<file path="src/include/pcsia_pkg.sv">
package pcsia_pkg;

	// Program counter and stack geometry.
	localparam int PC_W    = 13;
	localparam int LOW_W   = 8;
	localparam int HIGH_W  = 5;
	localparam int LIT_W   = 11;
	localparam int FETCH_W = 11;
	localparam int DEPTH   = 8;
	localparam int PTR_W   = 3;

	// Indirect addressing and register bus widths.
	localparam int FILE_AW = 9;
	localparam int DW      = 8;
	localparam int WB_DW   = 32;
	localparam int WB_AW   = 6;
	localparam int IDX_W   = 4;
	localparam int SEL_W   = 4;

	// Register indices; the byte address is four times the index.
	localparam logic [IDX_W-1:0] IDX_INDIRECT = 4'h0;
	localparam logic [IDX_W-1:0] IDX_PC_LOW   = 4'h2;
	localparam logic [IDX_W-1:0] IDX_BANK     = 4'h3;
	localparam logic [IDX_W-1:0] IDX_FPTR     = 4'h4;
	localparam logic [IDX_W-1:0] IDX_PCLATH   = 4'hA;

	// Field positions.
	localparam int BANK_SEL_BIT  = 7;
	localparam int LATCH_PAGE_HI = 4;
	localparam int LATCH_PAGE_LO = 3;

	// Reset values and fixed codes.
	localparam logic [PC_W-1:0]   PC_RST     = 13'h0000;
	localparam logic [HIGH_W-1:0] LATCH_RST  = 5'h00;
	localparam logic [DW-1:0]     FPTR_RST   = 8'h00;
	localparam logic [DW-1:0]     FPTR_SELF  = 8'h00;
	localparam logic [DW-1:0]     BYTE_ZERO  = 8'h00;
	localparam logic [WB_DW-1:0]  WORD_ZERO  = 32'h00000000;
	localparam logic [PTR_W-1:0]  PTR_RST    = 3'h0;
	localparam logic [PTR_W-1:0]  PTR_ONE    = 3'h1;
	localparam logic [PC_W-1:0]   PC_ONE     = 13'h0001;
	localparam logic [PC_W-1:0]   IRQ_VECTOR = 13'h0004;

	// Register bus sequencer states.
	typedef enum logic [1:0] {
		ST_IDLE,
		ST_FILE,
		ST_ACK
	} pcsia_bus_state_t;

endpackage

</file>
<file path="src/pcsia_top.sv">
`timescale 1ns/1ps
module pcsia_top (
	// Clock, reset and enable.
	input  wire logic                          clk_i,
	input  wire logic                          rst_i,
	input  wire logic                          ce_i,
	// Core sequencing commands.
	input  wire logic                          core_inc_i,
	input  wire logic                          core_goto_i,
	input  wire logic                          core_call_i,
	input  wire logic                          core_ret_i,
	input  wire logic                          core_irq_i,
	input  wire logic [pcsia_pkg::LIT_W-1:0]   core_lit_i,
	// Program counter view.
	output logic      [pcsia_pkg::PC_W-1:0]    pc_o,
	output logic      [pcsia_pkg::FETCH_W-1:0] fetch_addr_o,
	// Wishbone slave.
	input  wire logic                          wb_cyc_i,
	input  wire logic                          wb_stb_i,
	input  wire logic                          wb_we_i,
	input  wire logic [pcsia_pkg::WB_AW-1:0]   wb_adr_i,
	input  wire logic [pcsia_pkg::SEL_W-1:0]   wb_sel_i,
	input  wire logic [pcsia_pkg::WB_DW-1:0]   wb_dat_i,
	output logic      [pcsia_pkg::WB_DW-1:0]   wb_dat_o,
	output logic                               wb_ack_o,
	// Register file port for indirect access.
	output logic                               file_stb_o,
	output logic                               file_we_o,
	output logic      [pcsia_pkg::FILE_AW-1:0] file_addr_o,
	output logic      [pcsia_pkg::DW-1:0]      file_wdata_o,
	input  wire logic [pcsia_pkg::DW-1:0]      file_rdata_i
);

	// Architectural state.
	logic [pcsia_pkg::PC_W-1:0]    pc_reg;        // Full counter.
	logic [pcsia_pkg::PC_W-1:0]    pc_next;       // Its next value.
	logic [pcsia_pkg::HIGH_W-1:0]  latch_reg;     // High latch, five bits.
	logic [pcsia_pkg::DW-1:0]      fptr_reg;      // Indirect pointer.
	logic                          ibank_reg;     // Indirect bank bit.

	// Bus sequencer state.
	pcsia_pkg::pcsia_bus_state_t   state_reg;     // Current state.
	pcsia_pkg::pcsia_bus_state_t   state_next;    // Next state.
	logic                          ack_reg;       // Registered acknowledge.
	logic                          ack_next;      // Its next value.
	logic [pcsia_pkg::WB_DW-1:0]   dat_reg;       // Registered read data.
	logic [pcsia_pkg::WB_DW-1:0]   dat_next;      // Its next value.

	// File port registers.
	logic                          fstb_reg;      // File strobe.
	logic                          fwe_reg;       // File write enable.
	logic [pcsia_pkg::FILE_AW-1:0] faddr_reg;     // File address.
	logic [pcsia_pkg::DW-1:0]      fwdat_reg;     // File write data.

	// Bus decode.
	logic                          req;           // Cycle and strobe both high.
	logic [pcsia_pkg::IDX_W-1:0]   widx;          // Word index.
	logic                          hit_ind;       // Data port selected.
	logic                          hit_plow;      // Low byte selected.
	logic                          hit_bank;      // Bank register selected.
	logic                          hit_fptr;      // Pointer selected.
	logic                          hit_latch;     // High latch selected.
	logic                          idle_req;      // New request seen in idle.
	logic                          wr_lane;       // Write with low lane enabled.
	logic                          needs_file;    // Request goes to the file.
	logic                          dir_fire;      // Local access completes now.
	logic                          file_issue;    // File access starts now.
	logic                          plow_wr;       // Low byte write strobe.
	logic                          fptr_wr;       // Pointer write strobe.
	logic                          latch_wr;      // Latch write strobe.
	logic                          bank_wr;       // Bank register write strobe.
	logic [pcsia_pkg::DW-1:0]      wbyte;         // Written byte.
	logic [pcsia_pkg::DW-1:0]      rd_byte;       // Local read byte.

	// Sequencing decode.
	logic                          do_irq;        // Vector taken.
	logic                          do_call;       // Call taken.
	logic                          do_goto;       // Goto taken.
	logic                          do_ret;        // Return taken.
	logic                          do_push;       // Stack push.
	logic                          do_pop;        // Stack pop.
	logic [pcsia_pkg::PC_W-1:0]    push_val;      // Value pushed.
	logic [pcsia_pkg::PC_W-1:0]    jump_tgt;      // Call or goto target.
	logic [pcsia_pkg::PC_W-1:0]    stack_top;     // Newest stack entry.

	// Indirect address pieces.
	logic [pcsia_pkg::FILE_AW-1:0] ind_addr;      // Bank bit and pointer.
	logic                          ind_self;      // Pointer aims at the port.

	// Increment without any paging effect; used for push and advance.
	function automatic logic [pcsia_pkg::PC_W-1:0] pc_plus1(
		input logic [pcsia_pkg::PC_W-1:0] pc
	);
		pc_plus1 = pc + pcsia_pkg::PC_ONE;
	endfunction

	// The return stack; its pointer is invisible to software.
	pcsia_stack u_stack (
		.clk_i       (clk_i),
		.rst_i       (rst_i),
		.ce_i        (ce_i),
		.push_i      (do_push),
		.pop_i       (do_pop),
		.push_data_i (push_val),
		.top_o       (stack_top)
	);

	// Indirect address former.
	pcsia_indaddr u_ind (
		.fptr_i (fptr_reg),
		.ibank_i(ibank_reg),
		.addr_o (ind_addr),
		.self_o (ind_self)
	);

	// Address decode on word index; only the low byte lane carries data.
	assign req       = wb_cyc_i & wb_stb_i;
	assign widx      = wb_adr_i[pcsia_pkg::WB_AW-1:2];
	assign hit_ind   = (widx == pcsia_pkg::IDX_INDIRECT);
	assign hit_plow  = (widx == pcsia_pkg::IDX_PC_LOW);
	assign hit_bank  = (widx == pcsia_pkg::IDX_BANK);
	assign hit_fptr  = (widx == pcsia_pkg::IDX_FPTR);
	assign hit_latch = (widx == pcsia_pkg::IDX_PCLATH);
	assign wbyte     = wb_dat_i[pcsia_pkg::DW-1:0];
	assign wr_lane   = wb_we_i & wb_sel_i[0];

	// The data port has no storage and forwards unless it aims at itself.
	assign idle_req   = req & (state_reg == pcsia_pkg::ST_IDLE);
	assign needs_file = hit_ind & ~ind_self;
	assign dir_fire   = idle_req & ~needs_file;
	assign file_issue = idle_req & needs_file;

	// Local write strobes; a self-write of the data port matches none.
	assign plow_wr  = dir_fire & wr_lane & hit_plow;
	assign fptr_wr  = dir_fire & wr_lane & hit_fptr;
	assign latch_wr = dir_fire & wr_lane & hit_latch;
	assign bank_wr  = dir_fire & wr_lane & hit_bank;

	// Local read data; upper counter bits have no read path at all.
	assign rd_byte = hit_plow  ? pc_reg[pcsia_pkg::LOW_W-1:0] :
		hit_fptr  ? fptr_reg :
		hit_latch ? {3'h0, latch_reg} :
		hit_bank  ? {ibank_reg, 7'h00} :
		pcsia_pkg::BYTE_ZERO;

	// Command priority: vector, call, goto, return, then bus write, advance.
	assign do_irq  = ce_i & core_irq_i;
	assign do_call = ce_i & core_call_i & ~core_irq_i;
	assign do_goto = ce_i & core_goto_i & ~core_irq_i & ~core_call_i;
	assign do_ret  = ce_i & core_ret_i & ~core_irq_i & ~core_call_i & ~core_goto_i;
	assign do_push = do_irq | do_call;
	assign do_pop  = do_ret;

	// A call pushes the following address; a vector pushes the address
	// that was about to run, since that instruction never executed.
	assign push_val = do_irq ? pc_reg : pc_plus1(pc_reg);

	// Only the two page bits come from the latch on a jump.
	assign jump_tgt = {latch_reg[pcsia_pkg::LATCH_PAGE_HI:pcsia_pkg::LATCH_PAGE_LO],
		core_lit_i};

	// Next counter value; a low byte write never carries, so tables that
	// cross a 256-word block must set the latch themselves.
	assign pc_next = do_irq ? pcsia_pkg::IRQ_VECTOR :
		(do_call | do_goto) ? jump_tgt :
		do_ret ? stack_top :
		plow_wr ? {latch_reg, wbyte} :
		core_inc_i ? pc_plus1(pc_reg) :
		pc_reg;

	// Program counter register; reset clears every bit, the upper included.
	always_ff @(posedge clk_i) begin
		if (rst_i) begin
			pc_reg <= pcsia_pkg::PC_RST;
		end else if (ce_i) begin
			pc_reg <= pc_next;
		end
	end

	// Software registers; stack traffic has no path into the latch.
	always_ff @(posedge clk_i) begin
		if (rst_i) begin
			latch_reg <= pcsia_pkg::LATCH_RST;
			fptr_reg  <= pcsia_pkg::FPTR_RST;
			ibank_reg <= 1'b0;
		end else if (ce_i) begin
			if (latch_wr) begin
				latch_reg <= wbyte[pcsia_pkg::HIGH_W-1:0];
			end
			if (fptr_wr) begin
				fptr_reg <= wbyte;
			end
			if (bank_wr) begin
				ibank_reg <= wbyte[pcsia_pkg::BANK_SEL_BIT];
			end
		end
	end

	// Sequencer: local accesses answer at once, file accesses one cycle
	// later, and every answer is followed by a cycle with ack low.
	always_comb begin
		state_next = state_reg;
		ack_next   = 1'b0;
		dat_next   = dat_reg;
		unique case (state_reg)
			pcsia_pkg::ST_IDLE: begin
				if (dir_fire) begin
					// Writes read back as zero; reads show the register.
					ack_next   = 1'b1;
					dat_next   = wb_we_i ? pcsia_pkg::WORD_ZERO : {24'h000000, rd_byte};
					state_next = pcsia_pkg::ST_ACK;
				end else if (file_issue) begin
					// Wait for the file to answer.
					state_next = pcsia_pkg::ST_FILE;
				end
			end
			pcsia_pkg::ST_FILE: begin
				// The file answers in the same cycle as its strobe.
				ack_next   = 1'b1;
				dat_next   = wb_we_i ? pcsia_pkg::WORD_ZERO : {24'h000000, file_rdata_i};
				state_next = pcsia_pkg::ST_ACK;
			end
			pcsia_pkg::ST_ACK: begin
				// Drop ack; the master releases its request here.
				state_next = pcsia_pkg::ST_IDLE;
			end
		endcase
	end

	// Bus sequencer registers.
	always_ff @(posedge clk_i) begin
		if (rst_i) begin
			state_reg <= pcsia_pkg::ST_IDLE;
			ack_reg   <= 1'b0;
			dat_reg   <= pcsia_pkg::WORD_ZERO;
		end else if (ce_i) begin
			state_reg <= state_next;
			ack_reg   <= ack_next;
			dat_reg   <= dat_next;
		end
	end

	// File port: a one-cycle strobe carrying the formed address.
	always_ff @(posedge clk_i) begin
		if (rst_i) begin
			fstb_reg  <= 1'b0;
			fwe_reg   <= 1'b0;
			faddr_reg <= {pcsia_pkg::FILE_AW{1'b0}};
			fwdat_reg <= pcsia_pkg::BYTE_ZERO;
		end else if (ce_i) begin
			fstb_reg <= file_issue;
			if (file_issue) begin
				fwe_reg   <= wr_lane;
				faddr_reg <= ind_addr;
				fwdat_reg <= wbyte;
			end
		end
	end

	// Outputs straight from flip-flops; fetch ignores the page bits.
	assign pc_o         = pc_reg;
	assign fetch_addr_o = pc_reg[pcsia_pkg::FETCH_W-1:0];
	assign wb_ack_o     = ack_reg;
	assign wb_dat_o     = dat_reg;
	assign file_stb_o   = fstb_reg;
	assign file_we_o    = fwe_reg;
	assign file_addr_o  = faddr_reg;
	assign file_wdata_o = fwdat_reg;
endmodule

</file>
<file path="src/pcsia_indaddr.sv">
`timescale 1ns/1ps
module pcsia_indaddr (
	// Pointer state.
	input  wire logic [pcsia_pkg::DW-1:0]      fptr_i,
	input  wire logic                          ibank_i,
	// Formed address.
	output logic      [pcsia_pkg::FILE_AW-1:0] addr_o,
	output logic                               self_o
);

	// The bank bit sits above the pointer to give the full file address.
	assign addr_o = {ibank_i, fptr_i};

	// A zero pointer makes the data port point at itself.
	assign self_o = (fptr_i == pcsia_pkg::FPTR_SELF);

endmodule

</file>
<file path="src/pcsia_stack.sv">
`timescale 1ns/1ps
module pcsia_stack (
	// Clock, reset and enable.
	input  wire logic                       clk_i,
	input  wire logic                       rst_i,
	input  wire logic                       ce_i,
	// Stack operations.
	input  wire logic                       push_i,
	input  wire logic                       pop_i,
	input  wire logic [pcsia_pkg::PC_W-1:0] push_data_i,
	output logic      [pcsia_pkg::PC_W-1:0] top_o
);

	// Entries are never cleared; only the pointer has a reset value.
	logic [pcsia_pkg::PC_W-1:0]  mem [pcsia_pkg::DEPTH];
	logic [pcsia_pkg::PTR_W-1:0] ptr_reg;

	// The pointer wraps in both directions, with no flag for it.
	function automatic logic [pcsia_pkg::PTR_W-1:0] ptr_step(
		input logic [pcsia_pkg::PTR_W-1:0] p,
		input logic                        up
	);
		if (up) begin
			ptr_step = p + pcsia_pkg::PTR_ONE;
		end else begin
			ptr_step = p - pcsia_pkg::PTR_ONE;
		end
	endfunction

	// The newest entry lies just below the pointer.
	assign top_o = mem[ptr_step(ptr_reg, 1'b0)];

	// Pointer update; a pop on an empty stack simply wraps.
	always_ff @(posedge clk_i) begin
		if (rst_i) begin
			ptr_reg <= pcsia_pkg::PTR_RST;
		end else if (ce_i && push_i) begin
			ptr_reg <= ptr_step(ptr_reg, 1'b1);
		end else if (ce_i && pop_i) begin
			ptr_reg <= ptr_step(ptr_reg, 1'b0);
		end
	end

	// The ninth push lands on the slot of the first.
	always_ff @(posedge clk_i) begin
		if (!rst_i && ce_i && push_i) begin
			mem[ptr_reg] <= push_data_i;
		end
	end
endmodule

</file>
<file path="config.mk">
export PLATFORM = sky130hd
export DESIGN_NAME = pcsia_top
export DESIGN_NICKNAME = d
export VERILOG_FILES = /design/src/include/pcsia_pkg.sv /design/src/pcsia_top.sv /design/src/pcsia_indaddr.sv /design/src/pcsia_stack.sv
export SDC_FILE = /design/constraint.sdc
export NUM_CORES = 1
export LEC_CHECK = 0
export BUFFER_PORTS_ARGS = -buffer_cell sky130_fd_sc_hd__buf_2
export CAP_MARGIN = 20
export CORE_AREA = 2 2 164 166
export DETAILED_ROUTE_END_ITERATION = 8
export DIE_AREA = 0 0 166 168
export GPL_TIMING_DRIVEN = 0
export MAX_ROUTING_LAYER = met4
export PLACE_DENSITY_LB_ADDON = 0.25
export SLEW_MARGIN = 20
export SYNTH_ARGS = -nofsm -noshare
export SYNTH_HDL_FRONTEND = slang
export SYNTH_SLANG_ARGS = --single-unit
</file>
<file path="constraint.sdc">
create_clock -name clk_i -period 6.8 [get_ports clk_i]
set_clock_uncertainty 0.05 [all_clocks]
set_input_delay 2.04 -clock clk_i [delete_from_list [all_inputs] [get_ports clk_i]]
set_output_delay 2.04 -clock clk_i [all_outputs]
set_load 0.01 [all_outputs]
</file>
# Word-level counts from Yosys, hierarchy flattened
# Memories as Yosys holds them, arrays and structs flattened.
# Index checks and enable logic that the tools add are counted.
word_totals:
  ff_bits: 84
  latch_bits: 0
  ram_bits: 104
  rom_bits: 0
  elab_cells: 93
  n_memories: 1
op_classes:
  n_addsub: 3
  mul: 0
  div: 0
  magnitude_cmp: 0
  eq_ne: 8
  shifts: 0
  mux: 23
  bitwise: 28
  n_reduce_logical: 18
memory_table:
  columns: ["name", "depth", "width", "read_ports", "rd_clocked_by_memory_dff", "wr", "line_no", "text"]
  rows:
  - ["u_stack.mem", 8, 13, 1, 0, 1, "pcsia_stack.sv:15", "logic [pcsia_pkg::PC_W-1:0] mem [pcsia_pkg::DEPTH];"]
ops:
  columns: ["cell", "n"]
  rows:
  - ["two-way mux 13 bit", 6]
  - ["one-hot mux 32 bit (2 select lines)", 1]
  - ["two-way mux 8 bit", 6]
  - ["two-way mux 32 bit", 1]
  - ["bitwise AND 1 bit", 21]
  - ["adder 13 x 1 -> 13 bit (second input constant)", 1]
  - ["AND reduction 2 bit", 6]
  - ["== test 4 x 2 -> 1 bit (second input constant)", 2]
  - ["zero test 8 bit", 1]
  - ["two-way mux 3 bit", 2]
  - ["one-hot mux 2 bit (3 select lines)", 1]
  - ["NOT 1 bit", 5]
  - ["nonzero test 5 bit", 1]
  - ["== test 4 x 3 -> 1 bit (second input constant)", 1]
  - ["== test 4 bit (second input constant)", 1]
  - ["logical AND 1 bit", 4]
  - ["zero test 4 bit", 1]
  - ["two-way mux 2 bit", 2]
  - ["nonzero test 2 bit", 2]
  - ["adder 3 x 1 -> 3 bit (second input constant)", 1]
  - ["two-way mux 1 bit", 3]
  - ["!= test 3 bit (second input constant)", 1]
  - ["AND reduction 3 bit", 1]
  - ["subtractor 3 x 1 -> 3 bit (second input constant)", 1]
  - ["other kinds (7)", 8]

# Longest topological paths before layout
logic_depth:
  ltp_word: 11
  depth_mapped: 11
  ltp_nobuf: 7

# Modules after synthesis
# From an unflattened synthesis, not the netlist that was laid out.
hier_totals:
  cells_unflattened: 656
  area_unflattened_um2: 7940.1
by_module_without_submodules:
  columns: ["mod", "instances", "cells_per_inst", "area_each_um2", "seq_area_each_um2"]
  rows:
  - ["pcsia_stack", 1, 188, 4256.6, 3183.1]
  - ["pcsia_top", 1, 456, 3597.2, 1141.1]
  - ["pcsia_indaddr", 1, 12, 86.3, 0.0]

# Least setup slack after synthesis
# OpenSTA, ideal clock, no wires.
synth_path:
  kind: "input to register"
  from: "in ce_i"
  to: "mem u_stack.mem[1][0] in the netlist's numbering (enable)"
  setup_ns: 0.400
  arrival_ns: 3.664
  t_required_ns: 6.350
  path_slack_ns: 2.686
  path_stages: 5
  path_buffers: 1
  cell_sequence: "buf_1 -> o21ai_0 -> nor2_1 -> nand2_1 -> nor3_1"
synth_via:
  elab_chain_cells: 6
synth_lines:
  columns: ["element", "line_no", "text"]
  rows:
  - ["start: declaration", "pcsia_top.sv:6", "input wire logic ce_i,"]
  - ["bitwise AND 1 bit (2 in series)", "pcsia_top.sv:148", "assign do_call = ce_i & core_call_i & ~core_irq_i;"]
  - ["bitwise OR 1 bit", "pcsia_top.sv:151", "assign do_push = do_irq | do_call;"]
  - ["logical AND 1 bit *", "pcsia_stack.sv:46", "if (!rst_i && ce_i && push_i) begin"]
  - ["two-way mux 1 bit *", "pcsia_stack.sv:46", null]
  - ["two-way mux 1 bit (not written as such) *", "pcsia_stack.sv:47", "mem[ptr_reg] <= push_data_i;"]
  - ["end: declaration", "pcsia_stack.sv:15", null]
# Every way passes the cells marked *; elsewhere a longest branch is shown, timed or not.

# Final worst setup path
layout_path:
  from: "in ce_i"
  to: "mem u_stack.mem[0][4] in the netlist's numbering (enable)"
# The elaborated chain is that of the path after synthesis.

==> impl_metrics.tcl <==
set metrics [dict create \
    worstSkewPairLatency_ps 430 \
    syn_inst 645 \
    outcome "finished clean" \
    cts_buffer_depth 2 \
    actual_transition_at_the_worst_max_transition_pin_ps 821 \
    setup_ws_ps 2670 \
    mostFrequentLayoutCells "edfxtp_1, buf_2, nor2_1" \
    clk_pin_slew_worst_paths_ps 70 \
    final-max-slew-violation-count 0 \
    initial_util 0.293 \
    post_cts.resized_instances 0 \
    std_cell_rows 60 \
    fin_tns_setup_ps 0 \
    design.core.area_um2 26400 \
    switching_share 0.271 \
    number_of_sinks_driven_by_the_clock_tree 164 \
    cts.hold.buffers_added 0 \
    cp-startpoint "ce_i" \
    net_total_in_the_final_layout 864 \
    detail-route-antenna-nets 0 \
    io_buffers 92 \
    power.density_nw_per_um2 243 \
    post-cts-setup-buffers 0 \
    asyncSetResetFlopFracSynth 0 \
    reg2regPathDepth 10 \
    grt_antenna_before_repair 0 \
    synth.lib_cells_used.distinct 69 \
    registers.top_by_ff_count "u_stack.mem" \
    layout.cells.most_common "edfxtp_1" \
    detailed_place_hpwl_um 15600 \
    max_freq_ghz 0.242 \
    preCtsSetupSlack_ps 2250 \
    fin_crit_ps 4130 \
    synth_top_cells_by_area "edfxtp_1, dfxtp_1, mux4_2, mux2i_1, nor2_1" \
    p_int_w 0.00166 \
    dr_total_vias 5418 \
    final_core_utilization 0.356 \
    global_route.overflow_total 0 \
    worstPathMaxFanout 10 \
    timing.critical_path.from_type "primary input" \
    dr.pass1.iters 5 \
    netSwitchingPower_w 0.000617 \
    hold-path-cell-count 1 \
    finalPower_w 0.00227 \
    worstPathRequired_ps 6890 \
    netlist_area_um2 7710 \
    count_of_flip_flops_with_a_built_in_enable_after_synthesis 104 \
    post_synth_xor_area_fraction 0.0261 \
    min_path_type "flop to flop" \
    critical_path_end_type "flop" \
    worstPathArrival_ps 4210 \
    relSlewSlack 0.450 \
    yosys_register_bits 164 \
    hold_critical_path_endpoint "wb_dat_o[6]$_SDFFE_PP0P_" \
    setup_viol 0 \
    clock_share_of_power 0.412 \
    htree_levels 4 \
    number_of_max_cap_violations 0 \
    dieWidth_um 166 \
    synth_top_family_by_area "simple AND/OR/NAND/NOR gates" \
    detail_route.vias_per_cell 4.75 \
    power.share.combinational 0.116 \
    synthMuxAreaShare 0.116 \
    die-area_um2 27900 \
    tritoncts "built" \
    syn-mean-instance-area_um2 12.0 \
    hold_viol_final 0 \
    yosysTopAreaCell "edfxtp_1" \
    ys_seq_area_frac 0.561 \
    timing_worst_setup_path_type "primary input to flop" \
    ys_dominant_reg_cell "edfxtp_1" \
    clk_root_buffer_cell "clkbuf_16" \
    final_min_period_over_clock_period 0.607 \
    post-route-drc-count 0 \
    grt_use_total 0.159 \
    area_growth_pct 21.6 \
    first_pass_grt_wire_length_um 32500 \
    synth-compound-area-share 0.0977 \
    synth_fa_ha_area_frac 0.00811 \
    power_leakage_nw 3.54 \
    crit-reg2reg-capture "pc_o[9]$_SDFFE_PP0P_" \
    yosys_warnings 0 \
    first_global_vias 5252 \
    routabilityCongestion 0.839 \
    dr.first_iter.drc_count 382 \
    number_of_ports_placed_on_the_die_boundary 148 \
    routed_wirelength_um 21000 \
    worstHoldStart "wb_dat_o[6]$_SDFFE_PP0P_" \
    synth.top_cell.area_share 0.405 \
    dieHeight_um 168 \
    synth_simple_gate_area_frac 0.128 \
    timing.rr.start "u_stack.ptr_reg[0]$_SDFFE_PP0P_" \
    grt_setup_unrepaired "false" \
    peakVddDrop_uv 157 \
    seq_power_share 0.472 \
    avgRoutedWirePerCell_um 18.4 \
    insertedDiodeCount 0 \
    r2r_setup_slack_ps 3690 \
    numCtsBuffers 17 \
    share_of_final_layout_standard_cells_stronger_than_drive_strength_1 0.266 \
    number_of_flip_flops_in_the_largest_register 104 \
    grt_max_degree 18 \
]
==> power groups by stage <==
stage          clock, W  combinational, W  sequential [W]
3_5_place_dp          0          0.000266         0.00110
4_1_cts        0.000953          0.000267         0.00107
5_1_grt        0.000994          0.000292         0.00107
2_1_floorplan         0          0.000179         0.00109
3_3_place_gp          0          0.000263         0.00110
6_report       0.000937          0.000265         0.00107
==> cell usage after synthesis, types with 3 or more instances <==
cell,count
a22oi_1,8
dfxtp_1,60
buf_1,6
a31oi_1,4
nor2_1,80
a21oi_1,5
mux4_2,20
nor3_1,6
buf_2,6
a311oi_1,3
or4_1,3
ha_1,5
nand4_1,6
clkbuf_1,24
a22o_1,8
nand3_1,18
nand2_1,59
xnor2_1,10
a221oi_1,3
a32oi_1,3
nor3b_1,3
o21ai_1,4
inv_1,8
nor2b_1,5
edfxtp_1,104
o41ai_1,6
xor2_1,13
mux2i_1,42
a211oi_1,3
a32o_1,6
nand2b_1,9
and3_1,4
o211ai_1,8
o21a_1,9
buf_4,37
o21ai_0,6
==> critical path, cell delays in order <==
cell	delay [ps]
buf_2	130
buf_1	450
o21ai_0	250
nor2_1	240
nand2_1	220
nor3_2	630
buf_6	240
==> cell type report <==
type / count / area [um^2]
fill: 2609 / 17000
tap: 341 / 427
clock inverter: 14 / 139
multi-input combinational: 420 / 3010
inverter: 9 / 33.8
clock buffer: 18 / 429
timing repair buffer: 100 / 558
buffer: 75 / 452
sequential: 164 / 4320
==> routing by layer <==
| metal | up-vias | global-route usage | routed length (um) | share of wire |
|---|---|---|---|---|
| li1 | 2619 | - | - | - |
| met1 | 2594 | 0.210 | 9660 | 0.46 |
| met2 | 189 | 0.246 | 9780 | 0.47 |
| met3 | 16 | 0.0369 | 1360 | 0.065 |
| met4 | 0 | 0.0420 | 204 | 0.0097 |
| met5 | - | - | 0 | 0 |
==> cell families (layout without fill, tap and decap cells) <==
| logic type | count (synthesis) | in the layout |
|---|---|---|
| adder cells (fa/ha/maj) | 5 | 5 |
| multiplexers | 64 | 64 |
| AO/OA/AOI/OAI | 96 | 96 |
| buffers and inverters | 84 | 216 |
| other | 1 | 24 |
| flip-flops | 164 | 164 |
| AND/OR/NAND/NOR | 208 | 208 |
| XOR/XNOR | 23 | 23 |
==> per-stage QoR <==
stage                     hold slack [ps]  instances  instance area, um^2
after CTS                             423       1141                 9370
after global routing                  458       1141                 9370
final                                 423       1141                 9370
after floorplan                       399        668                 7800
after detailed placement              406       1109                 8810
after global placement                412       1101                 8680
==> worst max-delay path by stage <==
stage,end
floorplan,u_stack.mem[1][0]$_DFFE_PP_
global placement,u_stack.mem[0][0]$_DFFE_PP_
detailed placement,u_stack.mem[0][0]$_DFFE_PP_
CTS,u_stack.mem[0][7]$_DFFE_PP_
global route,u_stack.mem[0][4]$_DFFE_PP_
finish,u_stack.mem[0][4]$_DFFE_PP_
Note: power is estimated with default switching activity, not from simulation.
